## config.mk

```make
export PLATFORM = sky130hd
export DESIGN_NAME = mcg_top
export DESIGN_NICKNAME = d
export VERILOG_FILES = /design/src/logic/mcg_pkg.sv /design/src/logic/mcg_phones_ramp.sv /design/src/logic/mcg_top.sv
export VERILOG_INCLUDE_DIRS = /design/src /design/src/logic
export SDC_FILE = /design/constraint.sdc
export NUM_CORES = 1
export LEC_CHECK = 0
export BUFFER_PORTS_ARGS = -buffer_cell sky130_fd_sc_hd__buf_2
export CAP_MARGIN = 15
export CORE_MARGIN = 5
export CORE_UTILIZATION = 61
export CTS_CLUSTER_SIZE = 28
export DETAILED_ROUTE_END_ITERATION = 8
export PLACE_DENSITY = 0.84
export REMOVE_ABC_BUFFERS = 1
export SLEW_MARGIN = 5
export SYNTH_ARGS = -nofsm -noshare
export SYNTH_HDL_FRONTEND = slang
export SYNTH_HIERARCHICAL = 1
export SYNTH_SLANG_ARGS = --single-unit
```

## constraint.sdc

```tcl
create_clock -name CLK -period 5.7 [get_ports CLK]
set_input_delay 1.14 -clock CLK [delete_from_list [all_inputs] [get_ports CLK]]
set_output_delay 1.14 -clock CLK [all_outputs]
set_load 0.02 [all_outputs]
```

## src/logic/mcg_defs.svh

```systemverilog
// Purpose: offsets, field positions, reset values and timing counts of the gain control block
// Assumes: 8-bit register port, 125 MHz clock
// Notes:   definitions only
`ifndef MCG_DEFS_SVH
`define MCG_DEFS_SVH

// ----------------------------------------
// register offsets
// ----------------------------------------
`define MCG_SRC_BASE     8'h00
`define MCG_GAIN_BASE    8'h10
`define MCG_IN_LVL_BASE  8'h40
`define MCG_OUT_LVL_BASE 8'h44
`define MCG_FILT_EN      8'h48
`define MCG_RATE         8'h49
`define MCG_TRIM_BASE    8'h50
`define MCG_TOPO_CTRL    8'h52
`define MCG_TOPO_KEY     8'h53
`define MCG_HP_CTRL_BASE 8'h54
`define MCG_HP_LVL_BASE  8'h56
`define MCG_HP_STAT_BASE 8'h58

// ----------------------------------------
// fields and values
// ----------------------------------------
`define MCG_HP_EN_BIT    7
`define MCG_HP_STAGE_BIT 6
`define MCG_HP_RAMP_BIT  5
`define MCG_HP_ZC_BIT    4
`define MCG_HP_MUTE_BIT  3
`define MCG_HP_FLOOR_BIT 2
`define MCG_TRIM_EN_BIT  7
`define MCG_GAIN_RESET   5'h1c
`define MCG_IN_LVL_RESET 7'h6f
`define MCG_OUT_LVL_RESET 8'h6f
`define MCG_HP_LVL_RESET 6'h3b
`define MCG_HP_LVL_MIN   6'h15
`define MCG_TRIM_RESET   2'h2
`define MCG_TOPO_KEY_VAL 8'hc3
`define MCG_RATE_RESET   4'hb
`define MCG_SR_11K025    4'h2
`define MCG_SR_22K05     4'h5
`define MCG_SR_44K1      4'ha
`define MCG_SR_88K2      4'he

// ----------------------------------------
// timing
// ----------------------------------------
`define MCG_CLK_MHZ      125
`define MCG_ZC_TIMEOUT_US 100000
`define MCG_ZC_TIMEOUT_CYCLES (`MCG_ZC_TIMEOUT_US * `MCG_CLK_MHZ)
`define MCG_RAMP_STEP_CYCLES 1024

`endif

```

## src/logic/mcg_pkg.sv

```systemverilog
// Purpose: carrier types of the gain control block
// Assumes: nothing
// Notes:   constants live in mcg_defs.svh
package mcg_pkg;
  typedef struct packed {
    logic [5:0][6:0]      source;
    logic [5:0][6:0][4:0] gain;
  } mcg_mix_type;

  typedef struct packed {
    logic [3:0][6:0] input_level;
    logic [1:0][7:0] output_level;
  } mcg_levels_type;

  typedef struct packed {
    logic       enable;
    logic [1:0] level;
  } mcg_trim_type;

  typedef struct packed {
    logic       enable;
    logic       stage_enable;
    logic       mute;
    logic [5:0] level;
    logic [1:0] sub;
  } mcg_phones_type;
endpackage

```

## src/logic/mcg_phones_ramp.sv

```systemverilog
// Purpose: applies one headphone level with ramp, zero-cross wait or at once
// Assumes: zero_cross already synchronised to CLK
// Notes:   level and sub-step are one counter, four sub-steps per 1.5 dB
`timescale 1ns/100ps
`include "mcg_defs.svh"
module mcg_phones_ramp #(
  parameter int unsigned ZC_TIMEOUT_CYCLES = `MCG_ZC_TIMEOUT_CYCLES,
  parameter int unsigned RAMP_STEP_CYCLES  = `MCG_RAMP_STEP_CYCLES
) (
  // clock and reset
  input  wire logic       clk,
  input  wire logic       rstn,
  // control
  input  wire logic [5:0] target,
  input  wire logic       ramp_en,
  input  wire logic       zc_en,
  input  wire logic       zero_cross,
  // applied setting
  output logic      [5:0] level,
  output logic      [1:0] sub
);
  localparam int ZW = $clog2(ZC_TIMEOUT_CYCLES + 1);
  localparam int SW = $clog2(RAMP_STEP_CYCLES + 1);

  logic [7:0]    pos;
  logic [7:0]    goal;
  logic [ZW-1:0] zc_cnt;
  logic [SW-1:0] step_cnt;
  logic          zc_prev;
  logic          zc_edge;
  logic          zc_last;
  logic          step_tick;

  assign goal      = {target, 2'b00};
  assign zc_edge   = zero_cross && !zc_prev;
  assign zc_last   = zc_cnt == ZW'(ZC_TIMEOUT_CYCLES - 1);
  assign step_tick = step_cnt == SW'(RAMP_STEP_CYCLES - 1);
  assign level     = pos[7:2];
  assign sub       = pos[1:0];

  always_ff @(posedge clk)
  begin
    if (!rstn)
      zc_prev <= 1'b0;
    else
      zc_prev <= zero_cross;
  end

  // ----------------------------------------
  // applied level
  // ----------------------------------------
  always_ff @(posedge clk)
  begin
    if (!rstn)
      pos <= {`MCG_HP_LVL_RESET, 2'b00};
    else if (pos != goal)
    begin
      if (ramp_en)
      begin
        if (step_tick)
          pos <= (pos < goal) ? pos + 8'd1 : pos - 8'd1;
      end
      else if (zc_en)
      begin
        if (zc_edge || zc_last)
          pos <= goal;
      end
      else
        pos <= goal;
    end
  end

  always_ff @(posedge clk)
  begin
    if (!rstn || !ramp_en || pos == goal || step_tick)
      step_cnt <= '0;
    else
      step_cnt <= step_cnt + SW'(1);
  end

  // timeout restarts whenever nothing waits, so a new change gets the full wait
  always_ff @(posedge clk)
  begin
    if (!rstn || ramp_en || !zc_en || pos == goal || zc_last)
      zc_cnt <= '0;
    else
      zc_cnt <= zc_cnt + ZW'(1);
  end

  // ----------------------------------------
  // checks
  // ----------------------------------------
  property p_ramp_step;
    @(posedge clk) disable iff (!rstn)
    ramp_en |=> (pos == $past(pos)) || (pos == $past(pos) + 8'd1) || (pos == $past(pos) - 8'd1);
  endproperty
  a_ramp_step: assert property (p_ramp_step) else $error("ramp jumped");

  property p_zc_hold;
    @(posedge clk) disable iff (!rstn)
    !ramp_en && zc_en && pos != goal && !zc_edge && !zc_last |=> pos == $past(pos);
  endproperty
  a_zc_hold: assert property (p_zc_hold) else $error("level moved before zero cross");

  property p_zc_timeout;
    @(posedge clk) disable iff (!rstn)
    !ramp_en && zc_en && pos != goal && zc_last |=> pos == $past(goal);
  endproperty
  a_zc_timeout: assert property (p_zc_timeout) else $error("timeout not applied");
endmodule // mcg_phones_ramp

```

## src/logic/mcg_top.sv

```systemverilog
// Purpose: mixer crosspoints, digital levels, DAC enables and headphone gain control
// Assumes: one 125 MHz clock, register port answers reads one cycle later
// Notes:   zero-cross pins arrive asynchronously and are synchronised here
//
// The implementer's own choices: the register offsets and strobed register access.
`timescale 1ns/100ps
`include "mcg_defs.svh"
// How it works
// - seven inputs to six outputs, gain each
// - source bit set passes, cleared blocks input
// - five-bit path gain, -42 dB in 1.5 steps
// - path gains reset to 0 dB code
// - four input levels, 0.75 dB steps
// - two output levels up to +108 dB
// - DAC channel follows its output filter enable
// - DAC clock chosen by sample rate family
// - trim buffer enable, gain applied at once
// - direct supply bit needs key 0xc3 first
// - amplifier and output stage enables separate
// - headphone level -57 to +6 dB
// - ramp walks every sub-step, overrides zero-cross
// - zero-cross wait with fixed 0.1 s timeout
// - mute bit silences the amplifier
// - floor bit forces minimum, ramped, synchronised or at once
module mcg_top
  import mcg_pkg::*;
#(
  parameter int unsigned ZC_TIMEOUT_CYCLES = `MCG_ZC_TIMEOUT_CYCLES,
  parameter int unsigned RAMP_STEP_CYCLES  = `MCG_RAMP_STEP_CYCLES
) (
  // clock and reset
  input  wire logic                      CLK,
  input  wire logic                      RSTN,
  // register port
  input  wire logic [7:0]                ADDR,
  input  wire logic [7:0]                WDATA,
  input  wire logic                      WR,
  input  wire logic                      RD,
  output logic      [7:0]                RDATA,
  // zero-cross detector pins
  input  wire logic                      ZERO_CROSS_L,
  input  wire logic                      ZERO_CROSS_R,
  // digital mixer and levels
  output mcg_pkg::mcg_mix_type           MIX,
  output mcg_pkg::mcg_levels_type        LEVELS,
  // DAC
  output logic      [1:0]                DAC_ENABLE,
  output logic                           DAC_CLK_SELECT,
  // headphone path
  output mcg_pkg::mcg_trim_type   [1:0]  TRIM,
  output logic                           PHONES_BALANCED,
  output logic                           PHONES_DIRECT_SUPPLY,
  output mcg_pkg::mcg_phones_type [1:0]  PHONES
);
  import mcg_pkg::*;

  logic [1:0]      filt_en;
  logic [3:0]      playback_sample_rate;
  logic            unlocked;
  logic [1:0][7:0] hp_ctrl;
  logic [1:0][5:0] hp_level_req;
  logic [1:0][5:0] hp_target;
  logic [1:0][5:0] hp_level;
  logic [1:0][1:0] hp_sub;
  logic [1:0]      zc_meta;
  logic [1:0]      zc_sync;
  logic [2:0]      g_out;
  logic [2:0]      g_in;
  logic            gain_hit;
  logic [7:0]      rd_value;
  logic            rate_44k1;

  // ----------------------------------------
  // address decode
  // ----------------------------------------
  assign g_out    = ADDR[5:3] - 3'd2;
  assign g_in     = ADDR[2:0];
  assign gain_hit = ADDR[7:6] == 2'b00 && ADDR[5:4] != 2'b00 && g_in != 3'd7;

  // ----------------------------------------
  // mixer crosspoints
  // ----------------------------------------
  always_ff @(posedge CLK)
  begin
    if (!RSTN)
    begin
      MIX.source <= '0;
      MIX.gain   <= {42{`MCG_GAIN_RESET}};
    end
    else if (WR)
    begin
      if (ADDR[7:3] == 5'h00 && ADDR[2:0] < 3'd6)
        MIX.source[ADDR[2:0]] <= WDATA[6:0];
      if (gain_hit)
        MIX.gain[g_out][g_in] <= WDATA[4:0];
    end
  end

  // ----------------------------------------
  // channel digital levels
  // ----------------------------------------
  always_ff @(posedge CLK)
  begin
    if (!RSTN)
      LEVELS <= {{4{`MCG_IN_LVL_RESET}}, {2{`MCG_OUT_LVL_RESET}}};
    else if (WR)
    begin
      if (ADDR[7:2] == `MCG_IN_LVL_BASE >> 2)
        LEVELS.input_level[ADDR[1:0]] <= WDATA[6:0];
      if (ADDR[7:1] == `MCG_OUT_LVL_BASE >> 1)
        LEVELS.output_level[ADDR[0]] <= WDATA;
    end
  end

  // ----------------------------------------
  // DAC enable and clock
  // ----------------------------------------
  always_ff @(posedge CLK)
  begin
    if (!RSTN)
      {filt_en, playback_sample_rate} <= {2'b00, `MCG_RATE_RESET};
    else if (WR)
    begin
      if (ADDR == `MCG_FILT_EN)
        filt_en <= WDATA[1:0];
      if (ADDR == `MCG_RATE)
        playback_sample_rate <= WDATA[3:0];
    end
  end

  assign rate_44k1 = playback_sample_rate == `MCG_SR_11K025
                  || playback_sample_rate == `MCG_SR_22K05
                  || playback_sample_rate == `MCG_SR_44K1
                  || playback_sample_rate == `MCG_SR_88K2;

  // select high means the slower 44.1 kHz family clock
  always_ff @(posedge CLK)
  begin
    if (!RSTN)
      {DAC_ENABLE, DAC_CLK_SELECT} <= 3'h0;
    else
      {DAC_ENABLE, DAC_CLK_SELECT} <= {filt_en, rate_44k1};
  end

  // ----------------------------------------
  // trim buffers
  // ----------------------------------------
  always_ff @(posedge CLK)
  begin
    if (!RSTN)
      TRIM <= {2{1'b0, `MCG_TRIM_RESET}};
    else if (WR && ADDR[7:1] == `MCG_TRIM_BASE >> 1)
      TRIM[ADDR[0]] <= '{WDATA[`MCG_TRIM_EN_BIT], WDATA[1:0]};
  end

  // ----------------------------------------
  // topology and protected supply bit
  // ----------------------------------------
  // the key is spent by the next write to the control register, so one unlock
  // never leaves the supply bit open for later stray writes
  always_ff @(posedge CLK)
  begin
    if (!RSTN)
      unlocked <= 1'b0;
    else if (WR && ADDR == `MCG_TOPO_KEY)
      unlocked <= WDATA == `MCG_TOPO_KEY_VAL;
    else if (WR && ADDR == `MCG_TOPO_CTRL)
      unlocked <= 1'b0;
  end

  // reset leaves balanced mode off; software has to turn it on
  always_ff @(posedge CLK)
  begin
    if (!RSTN)
      {PHONES_BALANCED, PHONES_DIRECT_SUPPLY} <= 2'h0;
    else if (WR && ADDR == `MCG_TOPO_CTRL)
    begin
      PHONES_BALANCED <= WDATA[0];
      if (unlocked)
        PHONES_DIRECT_SUPPLY <= WDATA[1];
    end
  end

  // ----------------------------------------
  // headphone controls
  // ----------------------------------------
  always_ff @(posedge CLK)
  begin
    if (!RSTN)
    begin
      hp_ctrl      <= '0;
      hp_level_req <= {2{`MCG_HP_LVL_RESET}};
    end
    else if (WR)
    begin
      if (ADDR[7:1] == `MCG_HP_CTRL_BASE >> 1)
        hp_ctrl[ADDR[0]] <= WDATA;
      if (ADDR[7:1] == `MCG_HP_LVL_BASE >> 1)
        hp_level_req[ADDR[0]] <= (WDATA[5:0] < `MCG_HP_LVL_MIN) ? `MCG_HP_LVL_MIN
                                                               : WDATA[5:0];
    end
  end

  // two flops per pin before anything looks at it
  always_ff @(posedge CLK)
  begin
    if (!RSTN)
      {zc_sync, zc_meta} <= 4'h0;
    else
      {zc_sync, zc_meta} <= {zc_meta, ZERO_CROSS_R, ZERO_CROSS_L};
  end

  for (genvar c = 0; c < 2; c++)
  begin : g_phones
    assign hp_target[c] = hp_ctrl[c][`MCG_HP_FLOOR_BIT] ? `MCG_HP_LVL_MIN
                                                         : hp_level_req[c];

    mcg_phones_ramp #(
      .ZC_TIMEOUT_CYCLES (ZC_TIMEOUT_CYCLES),
      .RAMP_STEP_CYCLES  (RAMP_STEP_CYCLES)
    ) u_ramp (
      .clk        (CLK),
      .rstn       (RSTN),
      .target     (hp_target[c]),
      .ramp_en    (hp_ctrl[c][`MCG_HP_RAMP_BIT]),
      .zc_en      (hp_ctrl[c][`MCG_HP_ZC_BIT]),
      .zero_cross (zc_sync[c]),
      .level      (hp_level[c]),
      .sub        (hp_sub[c])
    );

    assign PHONES[c] = '{hp_ctrl[c][`MCG_HP_EN_BIT],
                         hp_ctrl[c][`MCG_HP_STAGE_BIT],
                         hp_ctrl[c][`MCG_HP_MUTE_BIT],
                         hp_level[c], hp_sub[c]};
  end

  // ----------------------------------------
  // read back
  // ----------------------------------------
  always_comb
  begin
    rd_value = 8'h00;
    if (ADDR[7:3] == 5'h00 && ADDR[2:0] < 3'd6)
      rd_value = {1'b0, MIX.source[ADDR[2:0]]};
    else if (gain_hit)
      rd_value = {3'h0, MIX.gain[g_out][g_in]};
    else if (ADDR[7:2] == `MCG_IN_LVL_BASE >> 2)
      rd_value = {1'b0, LEVELS.input_level[ADDR[1:0]]};
    else if (ADDR[7:1] == `MCG_OUT_LVL_BASE >> 1)
      rd_value = LEVELS.output_level[ADDR[0]];
    else if (ADDR == `MCG_FILT_EN)
      rd_value = {4'h0, DAC_ENABLE, filt_en};
    else if (ADDR == `MCG_RATE)
      rd_value = {3'h0, DAC_CLK_SELECT, playback_sample_rate};
    else if (ADDR[7:1] == `MCG_TRIM_BASE >> 1)
      rd_value = {TRIM[ADDR[0]].enable, 5'h00, TRIM[ADDR[0]].level};
    else if (ADDR == `MCG_TOPO_CTRL)
      rd_value = {6'h00, PHONES_DIRECT_SUPPLY, PHONES_BALANCED};
    else if (ADDR[7:1] == `MCG_HP_CTRL_BASE >> 1)
      rd_value = hp_ctrl[ADDR[0]];
    else if (ADDR[7:1] == `MCG_HP_LVL_BASE >> 1)
      rd_value = {2'h0, hp_level_req[ADDR[0]]};
    else if (ADDR[7:1] == `MCG_HP_STAT_BASE >> 1)
      rd_value = {hp_sub[ADDR[0]], hp_level[ADDR[0]]};
  end

  always_ff @(posedge CLK)
  begin
    if (!RSTN)
      RDATA <= 8'h00;
    else
      RDATA <= RD ? rd_value : 8'h00;
  end

  // ----------------------------------------
  // checks
  // ----------------------------------------
  property p_src_write;
    @(posedge CLK) disable iff (!RSTN)
    WR && ADDR[7:3] == 5'h00 && ADDR[2:0] < 3'd6
      |=> MIX.source[$past(ADDR[2:0])] == $past(WDATA[6:0]);
  endproperty
  a_src_write: assert property (p_src_write) else $error("source select not stored");

  property p_gain_reset;
    @(posedge CLK) disable iff (!RSTN)
    !$past(RSTN) |-> MIX.gain == {42{`MCG_GAIN_RESET}};
  endproperty
  a_gain_reset: assert property (p_gain_reset) else $error("path gain not 0 dB after reset");

  property p_dac_follow;
    @(posedge CLK) disable iff (!RSTN)
    WR && ADDR == `MCG_FILT_EN ##1 !(WR && ADDR == `MCG_FILT_EN)
      |=> DAC_ENABLE == $past(WDATA[1:0], 2);
  endproperty
  a_dac_follow: assert property (p_dac_follow) else $error("DAC enable not following filter");

  property p_clk_family;
    @(posedge CLK) disable iff (!RSTN)
    WR && ADDR == `MCG_RATE && WDATA[3:0] == `MCG_SR_44K1 ##1 !(WR && ADDR == `MCG_RATE)
      |=> DAC_CLK_SELECT;
  endproperty
  a_clk_family: assert property (p_clk_family) else $error("wrong DAC clock family");

  property p_lock;
    @(posedge CLK) disable iff (!RSTN)
    WR && ADDR == `MCG_TOPO_CTRL && !unlocked |=> $stable(PHONES_DIRECT_SUPPLY);
  endproperty
  a_lock: assert property (p_lock) else $error("locked supply bit changed");

  property p_unlock;
    @(posedge CLK) disable iff (!RSTN)
    WR && ADDR == `MCG_TOPO_KEY && WDATA == `MCG_TOPO_KEY_VAL ##1 WR && ADDR == `MCG_TOPO_CTRL
      |=> PHONES_DIRECT_SUPPLY == $past(WDATA[1]);
  endproperty
  a_unlock: assert property (p_unlock) else $error("unlocked write refused");

  property p_trim;
    @(posedge CLK) disable iff (!RSTN)
    WR && ADDR == `MCG_TRIM_BASE |=> TRIM[0].level == $past(WDATA[1:0]);
  endproperty
  a_trim: assert property (p_trim) else $error("trim not applied at once");

  property p_mute;
    @(posedge CLK) disable iff (!RSTN)
    WR && ADDR == `MCG_HP_CTRL_BASE |=> PHONES[0].mute == $past(WDATA[`MCG_HP_MUTE_BIT]);
  endproperty
  a_mute: assert property (p_mute) else $error("mute not applied");

  property p_floor;
    @(posedge CLK) disable iff (!RSTN)
    WR && ADDR == `MCG_HP_CTRL_BASE && WDATA[`MCG_HP_FLOOR_BIT]
      && !WDATA[`MCG_HP_RAMP_BIT] && !WDATA[`MCG_HP_ZC_BIT]
      ##1 !(WR && ADDR == `MCG_HP_CTRL_BASE) |=> PHONES[0].level == `MCG_HP_LVL_MIN;
  endproperty
  a_floor: assert property (p_floor) else $error("floor level not reached");
endmodule // mcg_top

```

# [After elaboration in Yosys (flattened, before gate mapping)]
# Cells that the tools add are included.
[totals] register_bits=442 latchBits=0 ramBits=0 romBits=0 inputBits=22 out_inout_bits=337 elab_cells=254 n_memories=0
[classes] addsub=9 mul=0 div=0 magnitude_cmp=12 n_eq_ne=28 shifts=0 n_mux=67 bitwise_logic=2 n_reduce_logical=55
[ops] operator="210-bit bitwise mux" count=1
[ops] operator="8-bit two-way mux" count=23
[ops] operator="35-bit binary-select mux with 3-bit select" count=1
[ops] operator="35-bit demux with 3-bit select" count=1
[ops] operator="35-bit two-way mux" count=2
[ops] operator="7-bit two-way mux" count=7
[ops] operator="24-bit by 1-bit adder with 24-bit output (second input constant)" count=2
[ops] operator="24-bit == test (second input constant)" count=2
[ops] operator="6-bit two-way mux" count=8
[ops] operator="42-bit bitwise mux" count=1
[ops] operator="7-bit by 6-bit == test with 1-bit output (second input constant)" count=5
[ops] operator="16-bit bitwise mux" count=2
[ops] operator="8-bit by 7-bit == test with 1-bit output (second input constant)" count=4
[ops] operator="28-bit bitwise mux" count=1
[ops] operator="11-bit by 1-bit adder with 11-bit output (second input constant)" count=2
[ops] operator="11-bit by 10-bit == test with 1-bit output (second input constant)" count=2
[ops] operator="7-bit binary-select mux with 3-bit select" count=1
[ops] operator="7-bit demux with 3-bit select" count=1
[ops] operator="2-bit AND reduction" count=10
[ops] operator="1-bit logical OR" count=19
[ops] operator="8-bit by 1-bit adder with 8-bit output (second input constant)" count=2
[ops] operator="8-bit == test" count=2
[ops] operator="8-bit less-than comparator" count=2
[ops] operator="8-bit != test" count=2
[ops] operator="other kinds (39)" count=70

# [Depth between registers and ports, before layout]
# Gate-level depths: netlist of run 1.
[logic_depth] ltp_word=13 mapped_depth=14 mapped_depth_nobuf=14

# [Modules after synthesis]
# The synthesis of run 1 kept the hierarchy.
[modules_own_cells] module="mcg_top" instances=1 cells_each=1954 area_each_um2=17194.0 seq_area_each_um2=7086.8
[modules_own_cells] module="mcg_phones_ramp" instances=2 cells_each=270 area_each_um2=2336.0 seq_area_each_um2=880.8

# [Least setup slack after synthesis of run 1]
# Ideal clock, no wire load.
[synth_path] path_type="input to register" startpoint="in ADDR[4]" endpoint="reg RDATA[3]" setup_time_ps=77 arrival_time_ps=3097 t_required_ps=5623 slack_ps=2526 path_stages=10 n_path_buf=2 path_cell_list="buf_6 -> buf_6 -> inv_1 -> ha_1 -> or3_4 -> a21o_4 -> nor2_4 -> nand2_1 -> or4_4 -> a41oi_2"
[synth_between] elab_chain_cells=12 word_cells_on_any_way=30 cone_classes="add/sub (1); eq/ne (9); mux (15); reduce/logical (5)"
[synth_rtl] item="start: declaration" line="mcg_top.sv:35" source="input wire logic [7:0] ADDR,"
[synth_rtl] item="7-bit by 6-bit == test with 1-bit output" line="mcg_top.sv:264" source="else if (ADDR[7:1] == `MCG_HP_STAT_BASE >> 1)"
[synth_rtl] item="8-bit two-way mux" line="mcg_top.sv:264"
[synth_rtl] item="8-bit two-way mux" line="mcg_top.sv:262" source="else if (ADDR[7:1] == `MCG_HP_LVL_BASE >> 1)"
[synth_rtl] item="8-bit two-way mux" line="mcg_top.sv:260" source="else if (ADDR[7:1] == `MCG_HP_CTRL_BASE >> 1)"
[synth_rtl] item="8-bit two-way mux" line="mcg_top.sv:258" source="else if (ADDR == `MCG_TOPO_CTRL)"
[synth_rtl] item="8-bit two-way mux" line="mcg_top.sv:256" source="else if (ADDR[7:1] == `MCG_TRIM_BASE >> 1)"
[synth_rtl] item="8-bit two-way mux" line="mcg_top.sv:254" source="else if (ADDR == `MCG_RATE)"
[synth_rtl] item="8-bit two-way mux" line="mcg_top.sv:252" source="else if (ADDR == `MCG_FILT_EN)"
[synth_rtl] item="8-bit two-way mux" line="mcg_top.sv:250" source="else if (ADDR[7:1] == `MCG_OUT_LVL_BASE >> 1)"
[synth_rtl] item="7-bit two-way mux" line="mcg_top.sv:248" source="else if (ADDR[7:2] == `MCG_IN_LVL_BASE >> 2)"
[synth_rtl] item="7-bit two-way mux" line="mcg_top.sv:246" source="else if (gain_hit)"
[synth_rtl] item="7-bit two-way mux *" line="mcg_top.sv:244" source="if (ADDR[7:3] == 5'h00 && ADDR[2:0] < 3'd6)"
[synth_rtl] item="end signal: assignment" line="mcg_top.sv:273" source="RDATA <= RD ? rd_value : 8'h00;"
[synth_rtl] item="end: declaration" line="mcg_top.sv:39" source="output logic [7:0] RDATA,"
# Mark *: on every way between the ends. The rest lies on a longest branch, timed or not. The select of a mux whose other input is x is not followed.
# A chain may end at the register's enable or synchronous reset.

# [Worst setup path after layout of run 1]
[layout_path] startpoint="in ADDR[4]" endpoint="reg MIX[85] (netlist bit)"
[layout_between] elab_chain_cells=6 word_cells_on_any_way=11 cone_classes="add/sub (1); order compare (2); mux (3); reduce/logical (5)"
[layout_rtl] item="3-bit by 2-bit subtractor with 3-bit output" line="mcg_top.sv:76" source="assign g_out = ADDR[5:3] - 3'd2;"
[layout_rtl] item="3-bit by 4-bit less-than comparator with 1-bit output (not written as such) / 3-bit by 1-bit >= comparator with 1-bit output (equally long branches)" line="mcg_top.sv:95" source="MIX.gain[g_out][g_in] <= WDATA[4:0];"
[layout_rtl] item="1-bit logical AND (not written as such)" line="mcg_top.sv:95"
[layout_rtl] item="35-bit two-way mux (not written as such)" line="mcg_top.sv:95"
[layout_rtl] item="35-bit demux with 3-bit select" line="mcg_top.sv:95"
[layout_rtl] item="210-bit bitwise mux" line="mcg_top.sv:95"
[layout_rtl] item="end: declaration" line="mcg_top.sv:44" source="output mcg_pkg::mcg_mix_type MIX,"
# Parallel ways exist; a longest one is shown, timed or not.

==> impl_metrics.json, run 1 <==
{
  "cts_tree": "done",
  "io-pin-count": 359,
  "period_needed_ns": 4.00,
  "fmax_mhz": 250,
  "multi_input_area_um2": 11900,
  "cp_data_arrival_time_ns": 4.52,
  "start_util_pct": 61.6,
  "status": "complete, no violations",
  "wl_per_cell_um": 22.6,
  "crit_required_ns": 6.22,
  "synth_edf_count": 0,
  "routed_wl_um": 72900,
  "finalNetCount": 2782,
  "cts_num_sinks": 442,
  "yosys-top-cells-area": "dfxtp_1 40%, mux2i_1 8.5%, nand2_1 6.7%",
  "grt_max_degree": 277,
  "ir_drop_mv": 0.324,
  "grt_pass1_wl_um": 112000,
  "dieArea_um2": 39700,
  "drive_above_1_share_pct": 20.6,
  "track_usage_pct": 35.4,
  "instances_no_fill": 3220,
  "relSlewSlack_pct": 23.1,
  "cpPeakStageDelay_ns": 0.67,
  "avgSynthCellArea_um2": 8.77,
  "port_buffers": 358,
  "overflow": 0,
  "seqCellArea_um2": 8850,
  "yosysTopAreaCellShare_pct": 40.5,
  "clk_pin_slew_ns": 0.06,
  "postCtsSetupRepairBufs": 0,
  "drc": 0,
  "synth_cell_types": 87,
  "cts_hold_buf": 0,
  "nFillCells": 2740,
  "yosysMostFrequentCell": "dfxtp_1",
  "synthToLayoutAreaGrowth_pct": 14.6,
  "synth_area_leader_cell": "dfxtp_1",
  "total_power_w": 0.00760,
  "drt-initial-drc-count": 2400,
  "setup_viol": 0,
  "clk_path_buf_depth": 3,
  "die_h_um": 199,
  "cts_resized": 0,
  "worst_slack_ns": 1.70,
  "dp.cells": 3136,
  "synthFlopType": "dfxtp_1",
  "fin_skew_ns": 0.0234,
  "ys_seq_elements": 442,
  "grt_pass1_vias": 19800,
  "dr.pass1.iters": 6,
  "tightest_slew_ns": 1.15,
  "syn_area_um2": 21900,
  "cts_made_buffers": 47,
  "htreeDepth": 2,
  "crit_path_start_kind": "primary input",
  "final_core_util_pct": 70.6,
  "cpMostUsedCell": "nand2_1",
  "max-cap-violations": 0,
  "fin_crit_sh_pct": 70.2,
  "p_per_area_nw_per_um2": 303,
  "antenna_found_initial": 2,
  "maxSlewViolCount": 0,
  "yosysWarningCount": 6,
  "rows": 69,
  "worst_setup_path_end_kind": "flip-flop",
  "place_ws_ns": 1.25,
  "final_hold_viol_count": 0,
  "hold_path.class": "reg -> reg",
  "ys_top_cells_by_count": "442 x dfxtp_1, 393 x nand2_1, 218 x o21ai_0",
  "synthCells": 2494,
  "vias": 20500,
  "worst-setup-path-type": "in -> reg",
  "dp_hpwl_um": 50200,
  "path_cells": "buf_2 -> inv_1 -> ha_1 -> or3_4 -> nor3_4 -> nand2_1 -> nor2_1 -> nand2_1 -> a21boi_0",
  "ys_seq_area_share_pct": 40.5,
  "async_flop_share_pct": 0,
  "gp_congestion": 0.964,
  "viasPerCell": 6.36,
  "root_buffer": "clkbuf_16",
  "die_width_um": 199,
  "critPathSlowestCell": "nand2_1",
  "insertion_delay_ns": 0.60,
  "ant_nets": 0,
  "fin_tns_setup_ns": 0,
  "rsz0062_at_grt": "no",
  "coreArea_um2": 35500,
  "p_leak_nw": 9.87,
  "cp_max_fo": 30
}
per-stage QoR:
stage	hold slack (ns)	instance area [um^2]
2_1_floorplan	0.412	20900
3_3_place_gp	0.424	23500
3_5_place_dp	0.437	23500
4_1_cts	0.444	25000
5_1_grt	0.473	25100
6_report	0.442	25100
registers in the layout (all words and copies together) (netlist names), 2 cells and up:
name and count:
MIX 252, g_phones.u_ramp/zc_cnt 48, LEVELS 44, g_phones.u_ramp/step_cnt 22, g_phones.u_ramp/pos 16, hp_level_req 12
hp_ctrl 10, RDATA 8, PHONES 6, TRIM 6, playback_sample_rate 4, DAC_ENABLE 2
filt_en 2, g_phones.u_ramp/zc_prev 2, zc_meta 2, zc_sync 2
worst max-delay path: cells and delay by family:
family / cells / cell delay (ns)
adders and majority gates: 1 / 0.32
and+or+nand+nor: 5 / 1.98
buffers and inverters: 2 / 0.86
AOI/OAI and AO/OA: 1 / 0.18
cell families (layout without fill, tap and decap cells):
kind of cell    after synthesis  count (layout)  synth area share, %
simple gates                997             997                 22.4
compound gates              476             476                 13.8
flops                       442             442                 40.5
mux                         243             243                 13.6
buf+inv                     236             499                 5.05
xor+xnor                     64              64                 2.56
fa+ha+maj                    36              36                 2.13
other cells                   0               2                    0
path summary, 6_finish.rpt:
| check | from | end | slack [ns] | cells past startpoint |
|---|---|---|---|---|
| worst max-delay path | ADDR[4] | MIX[85] | 1.70 | 9 |
| worst min-delay path | zc_meta[1] | zc_sync[1] | 0.44 | 1 |
| worst max register to register | hp_ctrl[2] | g_phones[0].u_ramp/pos[6] | 1.95 | 14 |
| worst min register to register | zc_meta[1] | zc_sync[1] | 0.44 | 1 |
area by class of cell:
class | instances | area share, %
multi-input combinational | 1816 | 47.6
sequential | 442 | 35.3
timing repair buffer | 378 | 7.96
clock buffer | 74 | 5.82
tap | 461 | 2.30
inverter | 39 | 0.584
clock inverter | 8 | 0.419
antenna | 2 | 0.0200
layout by cell type, fill, tap and decap left out, types with 42 or more instances in the layout:
cell type	Yosys	layout
a21boi_0	112	112
buf_2	34	355
clkbuf_16	0	48
dfxtp_1	442	442
mux2i_1	186	186
mux4_2	42	42
nand2_1	393	393
nand3_1	197	197
nor2_1	150	149
nor2b_1	72	71
o21ai_0	218	218
power by group:
group / internal [W] / switching, W
Clock: 0.00184 / 0.00129
Combinational: 0.000497 / 0.000814
Sequential: 0.00312 / 0.0000433
Total: 0.00545 / 0.00215
metal layers:
layer  up-vias  track usage [%]  wire (um)
met5         -                0          0
met2      1306             55.0      32900
met4         0             18.8       4350
met1      9719             44.4      27200
met3       279             10.6       8420
li1       9182                -          -
(Power assumes the default switching activity.)
==> inputs of run 2 (changes only) <==
--- a/config.mk
+++ b/config.mk
@@ -6,13 +6,14 @@
 export SDC_FILE = /design/constraint.sdc
 export NUM_CORES = 1
 export LEC_CHECK = 0
+export ABC_AREA = 1
 export BUFFER_PORTS_ARGS = -buffer_cell sky130_fd_sc_hd__buf_2
 export CAP_MARGIN = 15
 export CORE_MARGIN = 5
-export CORE_UTILIZATION = 61
+export CORE_UTILIZATION = 51
 export CTS_CLUSTER_SIZE = 28
 export DETAILED_ROUTE_END_ITERATION = 8
-export PLACE_DENSITY = 0.84
+export PLACE_DENSITY = 0.75
 export REMOVE_ABC_BUFFERS = 1
 export SLEW_MARGIN = 5
 export SYNTH_ARGS = -nofsm -noshare
==> constraint.sdc (replaced) <==
create_clock -name CLK -period 3.6 [get_ports CLK]
set_input_delay 0.72 -clock CLK [delete_from_list [all_inputs] [get_ports CLK]]
set_output_delay 0.72 -clock CLK [all_outputs]
set_load 0.02 [all_outputs]
==> impl_metrics.json, run 2 <==
{
  "status": "complete, no violations",
  "viasPerCell": 5.82,
  "final_cell_mix": "746 x nand2_1, 442 x dfxtp_1, 357 x buf_2, 313 x inv_1, 281 x o21ai_0",
  "place_ws_ns": 0.243,
  "grt_pass1_wl_um": 123000,
  "critPathSlowestCell": "ha_1",
  "drc": 0,
  "dr.pass1.iters": 6,
  "synth_edf_count": 0,
  "final_common_cell": "nand2_1",
  "cp_data_arrival_time_ns": 3.52,
  "reg2reg_depth": 16,
  "period_needed_ns": 3.05,
  "clk_path_buf_depth": 3,
  "worst_slack_ns": 0.553,
  "power_frac_comb_pct": 24.5,
  "worst-setup-path-type": "reg -> reg",
  "clk_pin_slew_ns": 0.06,
  "synth-simple-area-share_pct": 27.2,
  "tightest_slew_ns": 1.21,
  "p_clk_share_pct": 38.4,
  "postCtsSetupRepairBufs": 0,
  "synth_top_family_by_area": "simple AND/OR/NAND/NOR gates",
  "grt_pass1_vias": 21300,
  "worst-r2r-setup-slack_ns": 0.55,
  "p_seq_share_pct": 37.1,
  "final_hold_viol_count": 0,
  "yosysTopAreaCellShare_pct": 41.0,
  "rsz0062_at_grt": "no",
  "crit_path_start_kind": "flip-flop",
  "r2r_end": "g_phones[1].u_ramp/pos[7]",
  "synth_xor_area_share_pct": 1.34,
  "cp_max_fo": 10,
  "ant_nets": 0,
  "p_per_area_nw_per_um2": 546,
  "root_buffer": "clkbuf_16",
  "wl_met2_um": 36400,
  "worst_setup_path_end_kind": "flip-flop",
  "grt_max_degree": 122,
  "synthFlopType": "dfxtp_1",
  "max-cap-violations": 0,
  "ys_top_cells_by_count": "746 x nand2_1, 442 x dfxtp_1, 313 x inv_1",
  "htreeDepth": 2,
  "wl_met3_um": 9490,
  "crit_required_ns": 4.07,
  "drive_above_1_share_pct": 17.4,
  "syn_area_um2": 21600,
  "fin_skew_ns": 0.0192,
  "wl_met1_um": 31300,
  "track_usage_pct": 33.0,
  "dp_hpwl_um": 58500,
  "avgSynthCellArea_um2": 6.98,
  "async_flop_share_pct": 0,
  "final_core_util_pct": 60.5,
  "wl_per_cell_um": 20.7,
  "cpPeakStageDelay_ns": 0.51,
  "overflow": 0,
  "top_layer": "met5",
  "p_leak_nw": 11.9,
  "die_width_um": 216,
  "maxSlewViolCount": 0,
  "start_util_pct": 51.5,
  "ys_seq_area_share_pct": 41.0,
  "vias": 23000,
  "fin_crit_sh_pct": 84.6,
  "cpMostUsedCell": "nand2_1",
  "largest_registers": "MIX x252, g_phones.u_ramp/zc_cnt x48, LEVELS x44",
  "finalNetCount": 3439,
  "die_h_um": 216,
  "min_from": "ZERO_CROSS_L",
  "synth_compound_area_share_pct": 18.8,
  "ir_drop_mv": 0.379,
  "cts_hold_buf": 0,
  "cts_resized": 0,
  "dieArea_um2": 46600,
  "hold_end": "zc_meta[0]",
  "synth_fa_ha_area_share_pct": 2.16,
  "cts_tree": "done",
  "setup_viol": 0,
  "r2r-start": "hp_ctrl[10]",
  "synth_area_leader_cell": "dfxtp_1",
  "yosysMostFrequentCell": "nand2_1",
  "intPower_w": 0.00932,
  "holdWs_ns": 0.322,
  "antenna_cells": 0,
  "synth_cell_types": 53,
  "antenna_found_initial": 4,
  "hold_depth": 3,
  "fmax_mhz": 328,
  "rows": 75,
  "port_buffers": 358,
  "drt-initial-drc-count": 2637,
  "insertion_delay_ns": 0.59,
  "fin_tns_setup_ns": 0,
  "synthToLayoutAreaGrowth_pct": 17.5,
  "yosys-top-cells-area": "dfxtp_1 41%, nand2_1 13%, o21ai_0 6.5%",
  "crit_family": "simple AND/OR/NAND/NOR gates",
  "swShare_pct": 32.8,
  "path_buf_inv": 1,
  "synthMuxAreaShare_pct": 0.185,
  "gp_congestion": 0.970,
  "cts_num_sinks": 442,
  "routed_wl_um": 81800,
  "path_cells": "or2_2 -> inv_1 -> ha_1 -> nand2_1 -> nor2_1 -> nand2_1 -> nand3_1 -> ha_1 -> nand2_1 -> nor2_1 -> nand3_1 -> nor2b_1 -> nand3_1 -> nand3_1 -> nand2_1 -> nand2_1",
  "p_sw_w": 0.00455,
  "cts_made_buffers": 48,
  "synthCells": 3094,
  "io-pin-count": 359,
  "largest_register_ffs": 252,
  "ys_seq_elements": 442,
  "yosysWarningCount": 6,
  "coreArea_um2": 41900,
  "regMostFlops": "MIX",
  "relSlewSlack_pct": 19.3,
  "hold_path.class": "in -> reg"
}
==> run 2: changes by cell type after synthesis, sizes merged, moves of 89 or more <==
cell    before  now
mux2i      186    4
inv         38  341
a21oi       35  280
o211ai      20  109
nand2      394  757
a21boi     112    1
nor2       155  289
==> run 2: power by group through the flow <==
| stage | logic [W] | clock network, W | registers (W) |
|---|---|---|---|
| floorplan | 0.00234 | 0 | 0.00527 |
| global placement | 0.00322 | 0 | 0.00525 |
| detailed placement | 0.00333 | 0 | 0.00525 |
| CTS | 0.00334 | 0.00536 | 0.00514 |
| global route | 0.00384 | 0.00556 | 0.00515 |
| finish | 0.00340 | 0.00532 | 0.00514 |
==> run 2: layer usage <==
metal / vias up / global-route usage (%)
met5: - / 0
met4: 8 / 16.9
met3: 286 / 8.62
met2: 1366 / 52.4
met1: 10600 / 41.7
li1: 10800 / -
==> run 2: kinds of logic after synthesis <==
logic type,after synthesis
XOR/XNOR,33
adder cells (fa/ha/maj),36
AND/OR/NAND/NOR,1345
AO/OA/AOI/OAI,728
buffers and inverters,506
flip-flops,442
multiplexers,4
==> run 2: cell type report <==
type	count	area, um^2
Sequential cell	442	8850
Clock buffer	63	1390
Inverter	349	1320
Timing Repair Buffer	394	2110
Clock inverter	24	310
Fill cell	3908	16600
Tap cell	539	674
Multi-Input combinational cell	2146	10700
==> run 2: per-stage QoR <==
stage,instance area (um^2),total power [W],cells
6_report,25400,0.0139,3957
5_1_grt,25400,0.0146,3957
4_1_cts,25400,0.0138,3957
3_5_place_dp,23700,0.00858,3870
3_3_place_gp,23700,0.00847,3870
2_1_floorplan,20900,0.00762,2937
==> run 2: how the worst max path moves through the flow <==
stage          depth (start not counted)                   endpoint         from  slack, ns
2_1_floorplan                         14                   RDATA[0]      ADDR[4]       0.68
3_3_place_gp                          15                   RDATA[1]      ADDR[4]       0.25
3_5_place_dp                          15                   RDATA[0]      ADDR[4]       0.24
4_1_cts                               15  g_phones[1].u_ramp/pos[7]  hp_ctrl[10]       0.60
5_1_grt                               15  g_phones[1].u_ramp/pos[7]  hp_ctrl[10]       0.33
6_report                              16  g_phones[1].u_ramp/pos[7]  hp_ctrl[10]       0.55
==> run 2: worst reg2reg max path, delay by kind of cell, from the launching register on <==
| kind | cells | cell delay, ns |
|---|---|---|
| simple gates | 13 | 1.78 |
| buf+inv | 1 | 0.06 |
| flops | 1 | 0.37 |
| fa+ha+maj | 2 | 0.74 |
